$ cat src/logic/preamble_pkg.sv
// shared constants, types and register map of the preamble detector and tx automation
package preamble_pkg;
  // register byte addresses
  localparam logic [7:0] CTRL_ADDR       = 8'h00; // rx enable, txon, gpio select
  localparam logic [7:0] STATUS_ONE_ADDR = 8'h04; // sticky invalid preamble, w1c
  localparam logic [7:0] OPFC2_ADDR      = 8'h08; // operating_function_control_two
  localparam logic [7:0] STATUS_TWO_ADDR = 8'h0c; // sticky preamble detect in bit 0 and invalid in bit 1, w1c
  localparam logic [7:0] HDR_CTRL2_ADDR  = 8'h10; // bit 0 holds length bit 8
  localparam logic [7:0] PRE_LEN_ADDR    = 8'h14; // length bits 7..0
  localparam logic [7:0] PRE_DET_ADDR    = 8'h18; // threshold in bits 7..3
  localparam logic [7:0] LIVE_ADDR       = 8'h1c; // live state, read only
  // field positions
  localparam int CTRL_RXEN_BIT  = 0;
  localparam int CTRL_TXON_BIT  = 1;
  localparam int CTRL_GSEL_BIT  = 2;
  localparam int OPFC2_AUTO_BIT = 3;
  localparam int PREATH_LSB     = 3;
  // reset values
  localparam logic [7:0] OPFC2_RST   = 8'h00;
  localparam logic [7:0] PRE_LEN_RST = 8'h07;
  localparam logic [7:0] PRE_DET_RST = 8'h20;
  localparam logic       PRE_HI_RST  = 1'b0;
  // timing in bit periods
  localparam int BLANK_TB  = 16; // invalid flag held low after rx enable
  localparam int UNIT_BITS = 4;  // bits per threshold unit
  localparam int SYNC_WAIT = 32; // bits allowed from detect to sync word
  // receive search states
  typedef enum logic [4:0] {
    RX_OFF   = 5'b00001,
    RX_BLANK = 5'b00010,
    RX_SRCH  = 5'b00100,
    RX_FOUND = 5'b01000,
    RX_DATA  = 5'b10000
  } rx_state_t;
  // transmit automation states
  typedef enum logic [1:0] {
    TX_IDLE = 2'b01,
    TX_SEND = 2'b10
  } tx_state_t;
  // event pair reported to status
  typedef struct packed {
    logic detect;
    logic invalid;
  } pre_event_t;
endpackage : preamble_pkg

$ cat src/logic/preamble_detect_auto_tx.sv
// preamble detector, invalid preamble qualifier and tx retransmit/auto-tx with wishbone regs
// Notes on behaviour
// tx preamble length 1..511 from nine-bit field
// detect threshold is preath times four bits
// false detect without sync resumes search
// detect on gpio and in status registers
// host sets 20 bit threshold when idle-listening
// host uses 20 bit threshold with diversity
// host may use 8 bit when synchronous
// host sizes preamble: settling plus threshold
// preamble error raises invalid flag immediately
// both events in status one and two; status one here holds only the invalid event
// invalid flag raised when preamble not valid
// invalid flag blanked 16 bits after enable
// host sends preamble long enough for blanking
// host masks invalid interrupt with diversity
// txon without new packet retransmits last
// retransmit only packets wholly in fifo
// auto tx at almost full, idle after
// sync still needed, later bits raw
// rx entry or exit clears and rearms
// preamble is alternating ones and zeros
//
// The Wishbone slave port was decided locally.
`timescale 1ns/1ns
module preamble_detect_auto_tx
  import preamble_pkg::*;
(
  input  wire logic       clk_i,           // 50 mhz system clock
  input  wire logic       rst_i,           // synchronous, active high
  input  wire logic       cyc_i,           // wishbone cycle
  input  wire logic       stb_i,           // wishbone strobe
  input  wire logic       we_i,            // wishbone write
  input  wire logic [7:0] adr_i,           // byte address
  input  wire logic [3:0] sel_i,           // byte lanes, lane 0 used
  input  wire logic [31:0] dat_i,          // write data
  output logic      [31:0] dat_o,          // read data
  output logic            ack_o,           // wishbone ack
  input  wire logic       rx_bit_i,        // demodulated bit
  input  wire logic       rx_bit_en_i,     // one pulse per bit period
  input  wire logic       sync_found_i,    // sync word seen by framer
  input  wire logic       fifo_new_pkt_i,  // a new packet was written to tx fifo
  input  wire logic       fifo_fits_i,     // whole packet held in tx fifo
  input  wire logic       fifo_afull_i,    // tx fifo almost full
  input  wire logic       tx_done_i,       // packet sent
  output logic            preamble_detect_o,       // live detect
  output logic            invalid_preamble_flag_o, // live invalid indication
  output logic            gpio_o,          // selected gpio function
  output logic            rx_raw_o,        // past sync, bits are raw data
  output logic            tx_active_o,     // in transmit state
  output logic            retransmit_o,    // fifo replays last packet
  output logic            circular_o,      // fifo streams circularly
  output logic      [8:0] tx_pre_len_o     // preamble length field
);

  // byte-lane decode used for every write
  function automatic logic lane_write(input logic [3:0] sel);
    return sel[0];
  endfunction : lane_write

  // bus state
  logic       ack_reg;      // answer given this cycle
  logic [31:0] dat_reg;     // registered read data
  logic       req;          // live request
  logic       wr_take;      // write takes effect at this edge
  // software registers
  logic [7:0] ctrl_reg;     // rx enable and gpio select
  logic [7:0] opfc2_reg;    // operating_function_control_two
  logic [7:0] pre_len_reg;  // length low byte
  logic       pre_hi_reg;   // length bit 8
  logic [7:0] pre_det_reg;  // threshold field
  pre_event_t sticky_reg;   // sticky status events
  // receive logic
  rx_state_t  rx_reg;       // search state
  logic       rxen_d_reg;   // last rx enable for edge detect
  logic       last_bit_reg; // previous bit for alternation
  logic [6:0] run_reg;      // alternating run length
  logic [5:0] wait_reg;     // bit counter for blank and sync wait
  logic       det_reg;      // live detect
  logic       inv_reg;      // live invalid
  pre_event_t ev;           // events this cycle
  logic [6:0] thresh;       // threshold in bits
  logic       rxen;         // rx enable bit
  logic       rx_edge;      // rx entered or left
  // transmit logic
  tx_state_t  tx_reg;
  logic       newpkt_reg;   // packet loaded since last tx
  logic       retx_reg;
  logic       circ_reg;
  logic       txon_pulse;   // write of txon bit

  assign req        = cyc_i & stb_i;
  assign wr_take    = req & we_i & ack_reg & lane_write(sel_i);
  assign rxen       = ctrl_reg[CTRL_RXEN_BIT];
  assign rx_edge    = rxen ^ rxen_d_reg;
  assign thresh     = 7'(pre_det_reg[7:PREATH_LSB] * UNIT_BITS);
  assign txon_pulse = wr_take && adr_i == CTRL_ADDR && dat_i[CTRL_TXON_BIT];

  // ack one cycle after request, dropped the cycle after; data sampled with ack
  always_ff @(posedge clk_i) begin
    if (rst_i) begin
      ack_reg <= 1'b0;
      dat_reg <= 32'h0;
    end else begin
      ack_reg <= req & ~ack_reg;
      if (req & ~ack_reg & ~we_i) begin
        unique case (adr_i)
          CTRL_ADDR:       dat_reg <= {24'h0, ctrl_reg};
          STATUS_ONE_ADDR: dat_reg <= {31'h0, sticky_reg.invalid};
          OPFC2_ADDR:      dat_reg <= {24'h0, opfc2_reg};
          STATUS_TWO_ADDR: dat_reg <= {30'h0, sticky_reg.invalid, sticky_reg.detect};
          HDR_CTRL2_ADDR:  dat_reg <= {31'h0, pre_hi_reg};
          PRE_LEN_ADDR:    dat_reg <= {24'h0, pre_len_reg};
          PRE_DET_ADDR:    dat_reg <= {24'h0, pre_det_reg[7:PREATH_LSB], 3'h0};
          LIVE_ADDR:       dat_reg <= {27'h0, retx_reg, tx_reg == TX_SEND,
                                       rx_reg == RX_DATA, inv_reg, det_reg};
          default:         dat_reg <= 32'h0; // unmapped reads zero
        endcase
      end
    end
  end
  assign ack_o = ack_reg;
  assign dat_o = dat_reg;

  // plain configuration registers; txon is a pulse and is not stored
  always_ff @(posedge clk_i) begin
    if (rst_i) begin
      ctrl_reg    <= 8'h0;
      opfc2_reg   <= OPFC2_RST;
      pre_len_reg <= PRE_LEN_RST;
      pre_hi_reg  <= PRE_HI_RST;
      pre_det_reg <= PRE_DET_RST;
    end else if (wr_take) begin
      unique case (adr_i)
        CTRL_ADDR:      ctrl_reg <= dat_i[7:0] & 8'h05;
        OPFC2_ADDR:     opfc2_reg <= dat_i[7:0];
        HDR_CTRL2_ADDR: pre_hi_reg <= dat_i[0];
        PRE_LEN_ADDR:   pre_len_reg <= dat_i[7:0];
        PRE_DET_ADDR:   pre_det_reg <= {dat_i[7:PREATH_LSB], 3'h0};
        default:        ;
      endcase
    end
  end
  assign tx_pre_len_o = {pre_hi_reg, pre_len_reg};

  // sticky events, write one to clear; a same-cycle event wins over the clear
  always_ff @(posedge clk_i) begin
    if (rst_i) begin
      sticky_reg <= '0;
    end else begin
      if (wr_take && adr_i == STATUS_TWO_ADDR && dat_i[0])
        sticky_reg.detect <= ev.detect;
      else
        sticky_reg.detect <= sticky_reg.detect | ev.detect;
      if (wr_take && (adr_i == STATUS_ONE_ADDR || adr_i == STATUS_TWO_ADDR) &&
          dat_i[adr_i == STATUS_TWO_ADDR])
        sticky_reg.invalid <= ev.invalid;
      else
        sticky_reg.invalid <= sticky_reg.invalid | ev.invalid;
    end
  end

  // receive search: blank, then hunt for an alternating run of threshold length
  always_ff @(posedge clk_i) begin
    if (rst_i) begin
      rx_reg       <= RX_OFF;
      rxen_d_reg   <= 1'b0;
      last_bit_reg <= 1'b0;
      run_reg      <= 7'h0;
      wait_reg     <= 6'h0;
      det_reg      <= 1'b0;
      inv_reg      <= 1'b0;
      ev           <= '0;
    end else begin
      rxen_d_reg <= rxen;
      ev         <= '0;
      if (rx_edge) begin
        // entry or exit clears flags and rearms the hunt
        rx_reg   <= rxen ? RX_BLANK : RX_OFF;
        det_reg  <= 1'b0;
        inv_reg  <= 1'b0;
        run_reg  <= 7'h0;
        wait_reg <= 6'h0;
      end else if (rx_bit_en_i) begin
        last_bit_reg <= rx_bit_i;
        unique case (rx_reg)
          RX_OFF: ;
          RX_BLANK: begin
            // settling time: invalid held low
            wait_reg <= wait_reg + 6'h1;
            if (wait_reg == 6'(BLANK_TB - 1)) rx_reg <= RX_SRCH;
          end
          RX_SRCH: begin
            if (rx_bit_i != last_bit_reg || run_reg == 7'h0) begin
              run_reg <= (run_reg == 7'h7f) ? run_reg : run_reg + 7'h1;
              if (run_reg + 7'h1 >= thresh) begin
                rx_reg    <= RX_FOUND;
                det_reg   <= 1'b1;
                inv_reg   <= 1'b0;
                ev.detect <= 1'b1;
                wait_reg  <= 6'h0;
              end
            end else begin
              // broken alternation: channel judged invalid at once
              run_reg    <= 7'h1;
              inv_reg    <= 1'b1;
              ev.invalid <= ~inv_reg;
            end
          end
          RX_FOUND: begin
            // sync must follow within a window, else it was a false detect
            wait_reg <= wait_reg + 6'h1;
            if (sync_found_i) begin
              rx_reg <= RX_DATA;
            end else if (wait_reg == 6'(SYNC_WAIT - 1)) begin
              rx_reg  <= RX_SRCH;
              det_reg <= 1'b0;
              run_reg <= 7'h0;
            end
          end
          RX_DATA: ; // raw data until rx leaves
          default: rx_reg <= RX_OFF;
        endcase
      end else if (rx_reg == RX_FOUND && sync_found_i) begin
        rx_reg <= RX_DATA;
      end
    end
  end

  // live outputs and gpio function select
  always_ff @(posedge clk_i) begin
    if (rst_i) begin
      preamble_detect_o       <= 1'b0;
      invalid_preamble_flag_o <= 1'b0;
      gpio_o                  <= 1'b0;
      rx_raw_o                <= 1'b0;
    end else begin
      preamble_detect_o       <= det_reg;
      invalid_preamble_flag_o <= inv_reg;
      gpio_o   <= ctrl_reg[CTRL_GSEL_BIT] ? inv_reg : det_reg;
      rx_raw_o <= rx_reg == RX_DATA;
    end
  end

  // remember whether software loaded a packet since the last transmit
  always_ff @(posedge clk_i) begin
    if (rst_i)
      newpkt_reg <= 1'b0;
    else if (fifo_new_pkt_i)
      newpkt_reg <= 1'b1; // a load in the same cycle as tx entry survives
    else if (tx_reg == TX_IDLE && (txon_pulse || (opfc2_reg[OPFC2_AUTO_BIT] && fifo_afull_i)))
      newpkt_reg <= 1'b0;
  end

  // tx automation: txon or auto tx at almost full, back to idle when sent
  always_ff @(posedge clk_i) begin
    if (rst_i) begin
      tx_reg   <= TX_IDLE;
      retx_reg <= 1'b0;
      circ_reg <= 1'b0;
    end else begin
      unique case (tx_reg)
        TX_IDLE: begin
          if (txon_pulse) begin
            tx_reg   <= TX_SEND;
            retx_reg <= ~newpkt_reg & fifo_fits_i;
            circ_reg <= ~fifo_fits_i;
          end else if (opfc2_reg[OPFC2_AUTO_BIT] && fifo_afull_i) begin
            tx_reg   <= TX_SEND;
            retx_reg <= 1'b0;
            circ_reg <= ~fifo_fits_i;
          end
        end
        TX_SEND: begin
          if (tx_done_i) begin
            tx_reg   <= TX_IDLE;
            retx_reg <= 1'b0;
            circ_reg <= 1'b0;
          end
        end
        default: tx_reg <= TX_IDLE;
      endcase
    end
  end
  assign tx_active_o  = tx_reg[1]; // one-hot send bit, straight from the state flop
  assign retransmit_o = retx_reg;
  assign circular_o   = circ_reg;
endmodule : preamble_detect_auto_tx

$ cat config.mk
export PLATFORM = sky130hd
export DESIGN_NAME = preamble_detect_auto_tx
export DESIGN_NICKNAME = d
export VERILOG_FILES = /design/src/logic/preamble_pkg.sv /design/src/logic/preamble_detect_auto_tx.sv
export SDC_FILE = /design/constraint.sdc
export NUM_CORES = 1
export LEC_CHECK = 0
export BUFFER_PORTS_ARGS = -buffer_cell sky130_fd_sc_hd__buf_2
export CORE_MARGIN = 2
export CORE_UTILIZATION = 55
export DETAILED_ROUTE_END_ITERATION = 10
export GPL_ROUTABILITY_DRIVEN = 0
export PLACE_DENSITY = 0.83
export SLEW_MARGIN = 20
export SYNTH_ARGS = -nofsm -noshare
export SYNTH_HDL_FRONTEND = slang
export SYNTH_SLANG_ARGS = --single-unit
$ cat constraint.sdc
create_clock -name clk_i -period 4.1 [get_ports clk_i]
set_input_delay 0.41 -clock clk_i [delete_from_list [all_inputs] [get_ports clk_i]]
set_output_delay 0.41 -clock clk_i [all_outputs]
set_load 0.05 [all_outputs]
==> metrics.md, run 1 <==
| Metric | Value |
|---|---|
| Layout cells sized above 1 | `0.181` |
| Via count | `between 3k and 4k` |
| Synth Instances | `roughly 430` |
| Detailed-route DRC error count | `0` |
| TritonCTS clock tree | `done` |
| Final setup TNS | `0 ns` |
| Synth cell types | `66` |
| P per Cell Area | `332 nW/µm²` |
| Fin worst setup slack | `just under 0.9 ns` |
| Post-synth ARST share | `0` |
| IO Count | `105` |
| Most used cell, CP | `ha_1` |
| CTS sink count | `68` |
| WL met2 | `around 4.1 mm` |
| Die Height | `86.9 µm` |
| Number of diodes | `0` |
| Root Driver | `clkbuf_8` |
| Crit-path leading delay family | `simple AND/OR/NAND/NOR gates` |
| Fin crit share | `0.785` |
| Slowest CP cell | `dfxtp_1` |
| Largest net degree at the start of global routing | `45` |
| Worst Skew | `0.00891 ns` |
| Crit start category | `flop` |
| Warnings from Yosys | `0` |
| Layout Nets | `539` |
| Num CTS Buffers | `9` |
| Hold Fails Final Rpt | `0` |
| Sequential-to-total area share from yosys stat | `0.360` |
| GRT Util Overall | `0.227` |
| Floorplan core area | `between 6000 and 7000 µm²` |
| DR iter-0 viols | `between 200 and 250` |
| Total gr overflow | `0` |
| Hold crit path type | `input port to flop` |
| Setup repair bufs after CTS | `0` |
| Crit path kind | `flop to flop` |
| Synth cell count leaders | `dfxtp_1, nor2_1, mux2i_1` |
| DP Worst Slack | `0.963 ns` |
| WL final | `8.57 mm` |
| CTS clk-pin slew, worst paths | `0.08 ns` |
| Area delta synth->final | `9.90%` |
| Number of synthesized flops with an enable pin | `0` |
| Post-synthesis cell area | `around 3800 µm²` |
| Top cell type by total area after synthesis | `dfxtp_1` |
| First-pass GRT wire length | `around 14 mm` |
| WHS | `between 0.3 and 0.4 ns` |
| Die area | `~7500 µm²` |
| Initial Util | `0.562` |
| Top cells by area, synth | `dfxtp_1, mux2i_1, buf_4` |
| Crit path capture type | `flop` |
| Worst Max-Slew Pin Slew | `between 0.9 and 1 ns` |
| Clock latency on the worst-skew pair | `0.35 ns` |
| CP max FO | `6` |
| Slew Limit Fails | `0` |
| Slowest Stage Delay on Critical Path | `0.40 ns` |
| CP Cell Sequence | `ha_1, nand3_1, nor2_1, xor2_1, ha_1, a21oi_1, o221ai_1, or2_2, a31oi_4, mux2_4` |
| Tmin final | `around 3.2 ns` |
| Initial antenna violation count | `0` |
| Top cell type's share of synthesized area | `0.360` |
| Register bit total from synthesis | `68` |
| Count leader, synth | `dfxtp_1` |
| H-tree Lvls | `3` |
| Clock Tree Buf Depth | `2` |
| Hold Startpoint | `fifo_new_pkt_i` |
| Worst Setup SP | `run_reg[0]` |
| Die W | `between 80 and 90 µm` |
| # hold bufs at CTS | `0` |
| Avg Cell Area, Syn | `8.77 µm²` |
| Outcome | `complete, no violations` |
| Post-detailed-route via-to-cell ratio | `5.93` |
| DRT Pass-1 Iters | `5` |
| DR top layer | `met4` |
| Reg-to-Reg Start | `run_reg[0]` |
| Unrepaired setup endpoints after global routing | `false` |
| WL per Instance | `~15 µm` |
| Met3 wire length | `roughly 590 µm` |
| Max VDD drop | `~0.19 mV` |
| Post-CTS Resized | `0` |
| F_max | `0.311 GHz` |
| Max-slew headroom | `0.360` |
| Pleak | `1.63 nW` |
| Final Power | `1.38 mW` |
| Detail Route Antenna Nets | `0` |
| Met1 WL | `3.69 mm` |
| Setup Viol. Count Final | `0` |
| Number of max-cap violations | `0` |
| Rows | `30` |
| CP bufs+invs | `0` |
| Crit path required time | `4.34 ns` |
| Dpl hpwl | `a little over 6 mm` |
| Main flop type after synthesis | `dfxtp_1` |
| Port Buffers | `53` |
| Vias in the first global route | `2935` |
| Worst path arrival time | `3.46 ns` |
==> worst register-to-register path, delay by kind of cell (launching register included) <==
| kind | cells | cell delay [ns] |
|---|---|---|
| fa+ha+maj | 2 | 0.55 |
| xor+xnor | 1 | 0.19 |
| flops | 1 | 0.40 |
| mux | 1 | 0.33 |
| simple gates | 3 | 0.92 |
| compound gates | 3 | 0.73 |
==> power by group <==
part	total, mW	switching, mW	internal (mW)
clock	0.599	0.259	0.340
sequential	0.665	0.00181	0.663
combinational	0.116	0.0942	0.0216
total	1.38	0.355	1.02
==> cells in the final DEF (no fill, tap or decap), types with 2 or more instances in the layout <==
master / n
nand3b_1: 3
a21boi_0: 4
xor2_1: 2
a31o_2: 2
o31ai_1: 3
nor2b_1: 9
and3_1: 3
o211ai_1: 2
a22o_1: 5
o21a_1: 6
and2_1: 2
buf_2: 53
inv_1: 17
mux2i_1: 34
nand3_1: 14
o21ai_0: 8
o41ai_1: 3
ha_1: 11
and4b_1: 2
and4_1: 2
a22oi_1: 10
nand4_1: 9
nor3_1: 13
xnor2_1: 6
nor3b_1: 4
nor2_1: 47
a31oi_1: 5
o22ai_1: 3
nor4_1: 2
or3_1: 5
dfxtp_1: 68
a311oi_1: 4
a21oi_1: 13
conb_1: 24
nand2_1: 33
clkbuf_8: 9
a211oi_1: 4
bufinv_16: 2
clkinv_4: 2
==> per-stage QoR <==
step | util | std cells | cell area [µm²]
after global routing | 0.618 | 556 | 4150
after CTS | 0.618 | 556 | 4150
after global placement | 0.586 | 541 | 3940
final | 0.618 | 556 | 4150
after floorplan | - | 454 | 3860
after detailed placement | 0.586 | 541 | 3940
==> worst paths after layout <==
path | endpoint | slack (ns) | cells after the start
hold reg to reg | sticky_reg[1] | 0.43 | 2
setup / recovery | rx_reg[2] | 0.88 | 10
setup reg to reg | rx_reg[2] | 0.88 | 10
hold / removal | newpkt_reg | 0.33 | 3
==> per-layer routing <==
metal | global-route usage | vias up
met5 | 0 | -
met2 | 0.365 | 144
met3 | 0.0455 | 21
li1 | - | 1592
met1 | 0.289 | 1538
met4 | 0.116 | 0
==> area by class of cell <==
cell class,count,area [µm²]
fill,556,2570
multi-input combinational,322,2140
sequential,68,1360
timing repair buffer,53,265
clock buffer,9,124
tap,80,100
clock inverter,6,90.1
inverter,18,67.6
==> cell families after synthesis <==
family / Yosys count / synth area share
AND/OR/NAND/NOR: 161 / 0.228
AO/OA/AOI/OAI: 82 / 0.163
flip-flops: 68 / 0.360
buffers and inverters: 64 / 0.0950
multiplexers: 36 / 0.0970
adder cells (fa/ha/maj): 11 / 0.0364
XOR/XNOR: 8 / 0.0185
other: 1 / 0.000992
No activity file was read; power rests on OpenSTA's default activity.
==> inputs of run 2 (changes only) <==
--- a/config.mk
+++ b/config.mk
@@ -7,10 +7,10 @@
 export LEC_CHECK = 0
 export BUFFER_PORTS_ARGS = -buffer_cell sky130_fd_sc_hd__buf_2
 export CORE_MARGIN = 2
-export CORE_UTILIZATION = 55
+export CORE_UTILIZATION = 53
 export DETAILED_ROUTE_END_ITERATION = 10
 export GPL_ROUTABILITY_DRIVEN = 0
-export PLACE_DENSITY = 0.83
+export PLACE_DENSITY = 0.81
 export SLEW_MARGIN = 20
 export SYNTH_ARGS = -nofsm -noshare
 export SYNTH_HDL_FRONTEND = slang
==> constraint.sdc (replaced) <==
create_clock -name clk_i -period 3 [get_ports clk_i]
set_input_delay 0.3 -clock clk_i [delete_from_list [all_inputs] [get_ports clk_i]]
set_output_delay 0.3 -clock clk_i [all_outputs]
set_load 0.05 [all_outputs]
==> run 2 against run 1 <==
Net effect: final cell count up 4.3%; die area up 3.6%; sequential share of layout area down 0.37 points; critical path type unchanged.
==> metrics.md, run 2 (same netlist as run 1, synthesis figures left out) <==
| Metric | Value |
|---|---|
| Largest net degree at the start of global routing | `28 (was 45)` |
| Worst path arrival time | `3.09 ns (was 3.46 ns)` |
| Slowest Stage Delay on Critical Path | `0.40 ns (about the same)` |
| CP max FO | `5 (was 6)` |
| CTS sink count | `68 (unchanged)` |
| First-pass GRT wire length | `14.1 mm (was 13.5 mm)` |
| Commonest non-fill, non-tap cell in the layout | `dfxtp_1 (unchanged)` |
| Final core utilization | `0.615 (was 0.618)` |
| Vias in the first global route | `2937 (was 2935)` |
| H-tree Lvls | `3 (unchanged)` |
| Register-to-Register Path Depth | `11 (was 10)` |
| Initial antenna violation count | `0 (unchanged)` |
| Max VDD drop | `0.167 mV (was 0.188 mV)` |
| Root Driver | `clkbuf_8 (unchanged)` |
| Hold Fails Final Rpt | `0 (unchanged)` |
| WL per Instance | `14.9 µm (was 15.4 µm)` |
| # hold bufs at CTS | `0 (unchanged)` |
| DRT Pass-1 Iters | `6 (was 5)` |
| Setup Viol. Count Final | `0 (unchanged)` |
| WL final | `8.66 mm (was 8.57 mm)` |
| Die Height | `88.4 µm (was 86.9 µm)` |
| GRT Util Overall | `0.231 (was 0.227)` |
| Clock latency on the worst-skew pair | `0.34 ns (was 0.35 ns)` |
| Die W | `88.4 µm (was 86.9 µm)` |
| Hold Startpoint | `rx_bit_i (was fifo_new_pkt_i)` |
| Pleak | `1.65 nW (was 1.63 nW)` |
| Dpl hpwl | `6.33 mm (was 6.12 mm)` |
| Post-route cell area | `4200 µm² (was 4150 µm²)` |
| Worst Skew | `0.0100 ns (was 0.00891 ns)` |
| Reg2Reg Setup Slack | `0.19 ns (was 0.88 ns)` |
| Layout Nets | `547 (was 539)` |
| Crit path required time | `3.27 ns (was 4.34 ns)` |
| Outcome | `complete, no violations (unchanged)` |
| CTS clk-pin slew, worst paths | `0.07 ns (was 0.08 ns)` |
| Area delta synth->final | `11.2% (was 9.90%)` |
| Initial Util | `0.553 (was 0.562)` |
| Crit start category | `flop (unchanged)` |
| Max-slew headroom | `0.592 (was 0.360)` |
| Port Buffers | `53 (unchanged)` |
| IO Count | `105 (unchanged)` |
| Final Power | `1.75 mW (was 1.38 mW)` |
| F_max | `0.355 GHz (was 0.311 GHz)` |
| Commonest cells after routing, fill and taps aside | `dfxtp_1, buf_2, nor2_1, mux2i_1, nand2_1 (unchanged)` |
| Final setup TNS | `0 ns (unchanged)` |
| TritonCTS clock tree | `done (unchanged)` |
| Crit path kind | `flop to flop (unchanged)` |
| WHS Endpoint | `last_bit_reg (was newpkt_reg)` |
| Post-detailed-route via-to-cell ratio | `5.70 (was 5.93)` |
| Tmin final | `2.81 ns (was 3.22 ns)` |
| Rows | `30 (unchanged)` |
| DR iter-0 viols | `230 (was 215)` |
| Worst Max-Slew Pin Slew | `0.610 ns (was 0.953 ns)` |
| Hold crit path type | `input port to flop (unchanged)` |
| Detailed-route DRC error count | `0 (unchanged)` |
| Detail Route Antenna Nets | `0 (unchanged)` |
| Die area | `7820 µm² (was 7550 µm²)` |
| Hold depth | `3 (unchanged)` |
| Via count | `3307 (was 3295)` |
| Num CTS Buffers | `9 (unchanged)` |
| Placed Area | `4020 µm² (was 3940 µm²)` |
| Slowest CP cell | `dfxtp_1 (unchanged)` |
| Fin crit share | `0.938 (was 0.785)` |
| CP Cell Sequence | `ha_2, nand3_1, nor2_2, xor2_1, ha_1, a21oi_1, o221ai_1, or2_2, a31oi_4, buf_4, mux2i_1 (was ha_1, nand3_1, nor2_1, xor2_1, ha_1, a21oi_1, o221ai_1, or2_2, a31oi_4, mux2_4)` |
| Floorplan core area | `6830 µm² (was 6720 µm²)` |
| Layout cells sized above 1 | `0.198 (was 0.181)` |
| Slew Limit Fails | `0 (unchanged)` |
| R2R Path End | `rx_reg[4] (was rx_reg[2])` |
| Reg-to-Reg Start | `run_reg[0] (unchanged)` |
| Crit path capture type | `flop (unchanged)` |
| Filler Cells Inserted | `612 (was 556)` |
| Unrepaired setup endpoints after global routing | `false (unchanged)` |
| P per Cell Area | `416 nW/µm² (was 332 nW/µm²)` |
| Clock Tree Buf Depth | `2 (unchanged)` |
| Number of diodes | `0 (unchanged)` |
| Number of max-cap violations | `0 (unchanged)` |
| Total gr overflow | `0 (unchanged)` |
==> run 2: cell count changes in the layout (fill, tap and decap cells not counted), sizes merged <==
cell and change:
clkbuf +2, bufinv -2, clkinv -1, clkinvlp +1
buf +8
==> run 2: metal layers <==
layer / wire [µm] / GRT usage / vias to the layer above
met1: 3870 / 0.310 / 1569
met4: 108 / 0.0964 / 0
met5: 0 / 0 / -
li1: - / - / 1597
met3: 585 / 0.0522 / 10
met2: 4090 / 0.360 / 131
==> run 2: how the worst max path moves through the flow <==
stage	from	endpoint	slack, ns
after floorplan	run_reg[2]	rx_reg[2]	0.18
after global placement	run_reg[0]	rx_reg[2]	0.28
after detailed placement	run_reg[0]	rx_reg[0]	0.17
after CTS	run_reg[0]	rx_reg[4]	0.14
after global routing	run_reg[0]	rx_reg[4]	0.05
final	run_reg[0]	rx_reg[4]	0.19
==> run 2: report_power, final <==
| part | switching, mW | total (mW) | internal [mW] |
|---|---|---|---|
| Sequential | 0.00253 | 0.909 | 0.906 |
| Combinational | 0.130 | 0.163 | 0.0327 |
| Clock | 0.340 | 0.678 | 0.337 |
==> run 2: layout make-up <==
| type | instances | area [µm²] | share of cell area |
|---|---|---|---|
| multi-input combinational | 322 | 2150 | 0.512 |
| sequential | 68 | 1360 | 0.324 |
| timing repair buffer | 61 | 325 | 0.0775 |
| clock buffer | 11 | 151 | 0.0360 |
| tap | 96 | 120 | 0.0286 |
| inverter | 18 | 67.6 | 0.0161 |
| clock inverter | 4 | 25.0 | 0.00596 |
==> run 2: through the flow <==
stage / hold slack, ns / setup WS, ns / instances
after floorplan: 0.411 / 0.185 / 454
after global placement: 0.414 / 0.283 / 565
after detailed placement: 0.418 / 0.172 / 565
after CTS: 0.210 / 0.137 / 580
after global routing: 0.217 / 0.0525 / 580
final: 0.223 / 0.186 / 580
==> run 2: worst max-delay path: cells and delay by family (launching register included) <==
family,cells,cell delay (ns)
adders and majority gates,2,0.53
xor gates and xnor gates,1,0.17
muxes,1,0.19
buffers and inverters,1,0.18
AOI/OAI and AO/OA,3,0.54
DFF,1,0.40
and+or+nand+nor,3,0.73
==> run 2: timing repair <==
action | in CTS | in global routing
resized for setup | 0 | 2
setup buffers | 0 | 0
setup endpoints to repair | 0 | 2
==> inputs of run 3 (changes only) <==
--- a/config.mk
+++ b/config.mk
@@ -6,11 +6,13 @@
 export NUM_CORES = 1
 export LEC_CHECK = 0
 export BUFFER_PORTS_ARGS = -buffer_cell sky130_fd_sc_hd__buf_2
+export CORE_ASPECT_RATIO = 2
 export CORE_MARGIN = 2
 export CORE_UTILIZATION = 53
 export DETAILED_ROUTE_END_ITERATION = 10
 export GPL_ROUTABILITY_DRIVEN = 0
 export PLACE_DENSITY = 0.81
+export REMOVE_ABC_BUFFERS = 1
 export SLEW_MARGIN = 20
 export SYNTH_ARGS = -nofsm -noshare
 export SYNTH_HDL_FRONTEND = slang
==> run 3 against run 2 <==
Net effect: first-iteration DRC count increased by 5.2%; register-to-register slack got worse by 0.04 ns; critical path depth did not move; global-route usage rose by 1.7 points; flip-flop and latch count is the same; combinational power is essentially flat; final cell count fell by 0.52%; clock power is 80% higher; worst setup slack worse by 0.041 ns; via count up 1.5%.
==> metrics.md, run 3 (same netlist as run 1, synthesis figures left out) <==
| Metric | Value |
|---|---|
| Filler Cells Inserted | `563 (was 612)` |
| Initial Util | `0.544 (was 0.553)` |
| Slowest CP cell | `dfxtp_1 (unchanged)` |
| WHS Endpoint | `last_bit_reg (unchanged)` |
| Area delta synth->final | `15.9% (was 11.2%)` |
| WL per Instance | `16.1 µm (was 14.9 µm)` |
| Num CTS Buffers | `9 (unchanged)` |
| Placed Area | `4030 µm² (was 4020 µm²)` |
| WL final | `9.30 mm (was 8.66 mm)` |
| DRT Pass-1 Iters | `5 (was 6)` |
| Layout cells sized above 1 | `0.201 (was 0.198)` |
| Number of max-cap violations | `0 (unchanged)` |
| Die area | `7860 µm² (was 7820 µm²)` |
| DR iter-0 viols | `242 (was 230)` |
| CP bufs+invs | `1 (unchanged)` |
| Worst path depth | `11 (unchanged)` |
| P per Cell Area | `525 nW/µm² (was 416 nW/µm²)` |
| Reg2Reg Setup Slack | `0.14 ns (was 0.19 ns)` |
| Detailed-route DRC error count | `0 (unchanged)` |
| Root Driver | `clkbuf_16 (was clkbuf_8)` |
| Final setup TNS | `0 ns (unchanged)` |
| Number of diodes | `0 (unchanged)` |
| Worst path arrival time | `3.11 ns (was 3.09 ns)` |
| Reg power frac | `0.396 (was 0.520)` |
| Rows | `43 (was 30)` |
| Register-to-Register Path Depth | `11 (unchanged)` |
| Vias in the first global route | `3381 (was 2937)` |
| Outcome | `complete, no violations (unchanged)` |
| Total gr overflow | `0 (unchanged)` |
| Setup Viol. Count Final | `0 (unchanged)` |
| Clock latency on the worst-skew pair | `0.33 ns (was 0.34 ns)` |
| Slowest Stage Delay on Critical Path | `0.39 ns (was 0.40 ns)` |
| Largest net degree at the start of global routing | `37 (was 28)` |
| CTS sink count | `68 (unchanged)` |
| Cell Int Power | `1.77 mW (was 1.28 mW)` |
| Clock Power Share | `0.533 (was 0.387)` |
| Worst Max-Slew Pin Slew | `0.623 ns (was 0.610 ns)` |
| Commonest non-fill, non-tap cell in the layout | `dfxtp_1 (unchanged)` |
| Crit path capture type | `flop (unchanged)` |
| CTS clk-pin slew, worst paths | `0.06 ns (was 0.07 ns)` |
| Multi-input logic area | `2150 µm² (about the same)` |
| WHS | `0.242 ns (was 0.223 ns)` |
| TritonCTS clock tree | `done (unchanged)` |
| Worst Skew | `0.00488 ns (was 0.0100 ns)` |
| Hold depth | `3 (unchanged)` |
| Die Height | `123 µm (was 88.4 µm)` |
| Post-route insts no fill | `577 (was 580)` |
| Hold Startpoint | `rx_bit_i (unchanged)` |
| Layout Nets | `549 (was 547)` |
| Detail Route Antenna Nets | `0 (unchanged)` |
| Most used cell, CP | `ha_1` |
| Final core utilization | `0.631 (was 0.615)` |
| Final Power | `2.30 mW (was 1.75 mW)` |
| Hold crit path type | `input port to flop (unchanged)` |
| GRT Util Overall | `0.248 (was 0.231)` |
| IO Count | `105 (unchanged)` |
| Clock Tree Buf Depth | `2 (unchanged)` |
| Pleak | `1.75 nW (was 1.65 nW)` |
| Crit path required time | `3.25 ns (was 3.27 ns)` |
| Combinational share of power | `0.071 (was 0.093)` |
| Fin crit share | `0.952 (was 0.938)` |
| Tmin final | `2.86 ns (was 2.81 ns)` |
| Unrepaired setup endpoints after global routing | `false (unchanged)` |
| Crit-path leading delay family | `simple AND/OR/NAND/NOR gates (unchanged)` |
| CP Cell Sequence | `ha_1, nand3_1, nor2_2, xor2_1, ha_1, a21oi_1, o221ai_1, or2_2, a31oi_4, buf_4, mux2i_1 (was ha_2, nand3_1, nor2_2, xor2_1, ha_1, a21oi_1, o221ai_1, or2_2, a31oi_4, buf_4, mux2i_1)` |
| Crit start category | `flop (unchanged)` |
| Fin worst setup slack | `0.145 ns (was 0.186 ns)` |
| Commonest cells after routing, fill and taps aside | `dfxtp_1, buf_2, nor2_1, mux2i_1, nand2_1 (unchanged)` |
| Inst Count DP | `561 (was 565)` |
| DP Worst Slack | `0.183 ns (was 0.172 ns)` |
| P_sw | `0.525 mW (was 0.473 mW)` |
| Die W | `63.7 µm (was 88.4 µm)` |
| H-tree Lvls | `3 (unchanged)` |
| Max-slew headroom | `0.583 (was 0.592)` |
| CP max FO | `5 (unchanged)` |
| Reg-to-Reg Start | `run_reg[0] (unchanged)` |
| Max VDD drop | `0.288 mV (was 0.167 mV)` |
| Floorplan core area | `6940 µm² (was 6830 µm²)` |
| Register area | `1360 µm² (unchanged)` |
| Dpl hpwl | `6.89 mm (was 6.33 mm)` |
| Crit path kind | `flop to flop (unchanged)` |
| Hold Fails Final Rpt | `0 (unchanged)` |
| Initial antenna violation count | `0 (unchanged)` |
| Port Buffers | `53 (unchanged)` |
| Post-detailed-route via-to-cell ratio | `5.82 (was 5.70)` |
| R2R Path End | `rx_reg[4] (unchanged)` |
| Sw Share | `0.228 (was 0.270)` |
| First-pass GRT wire length | `15.1 mm (was 14.1 mm)` |
| Via count | `3357 (was 3307)` |
| Slew Limit Fails | `0 (unchanged)` |
| Post-route cell area | `4380 µm² (was 4200 µm²)` |
| Setup repair bufs after CTS | `0 (unchanged)` |
| F_max | `0.350 GHz (was 0.355 GHz)` |
run 3: what timing repair did:
action / in CTS / in global routing
hold buffers: 0 / 0
resized for setup: 0 / 1
endpoints found under the setup margin: 0 / 1
run 3: worst min-delay path, delay by kind of cell:
family                 cells  cell delay (ns)
AOI/OAI and AO/OA          1             0.05
buffers and inverters      1             0.11
and+or+nand+nor            1             0.06
run 3: how the worst max path moves through the flow:
stage                          start   endpoint
after floorplan           run_reg[0]  rx_reg[2]
after global placement    run_reg[0]  rx_reg[2]
after detailed placement  run_reg[0]  rx_reg[4]
after CTS                 run_reg[0]  rx_reg[4]
after global routing      run_reg[0]  rx_reg[3]
final                     run_reg[0]  rx_reg[4]
run 3: layout make-up:
cell class,count,area share
well taps,90,0.0257
repair buffers,63,0.0777
multi-input cells,322,0.490
clock inverters,6,0.0254
clock buffers,10,0.0546
flip-flops and latches,68,0.311
inverters,18,0.0154
run 3: power groups by stage:
stage	clock, mW	sequential, mW	combinational, mW
after floorplan	0	0.938	0.0949
after global placement	0	0.929	0.160
after detailed placement	0	0.930	0.162
after CTS	1.24	0.910	0.163
after global routing	1.27	0.910	0.174
final	1.22	0.910	0.164
run 3: layer usage:
metal | global-route usage | routed length (µm) | vias up
met5 | 0 | 0 | -
met4 | 0.148 | 299 | 0
met3 | 0.0473 | 417 | 34
met2 | 0.493 | 5360 | 142
met1 | 0.223 | 3230 | 1582
li1 | - | - | 1599
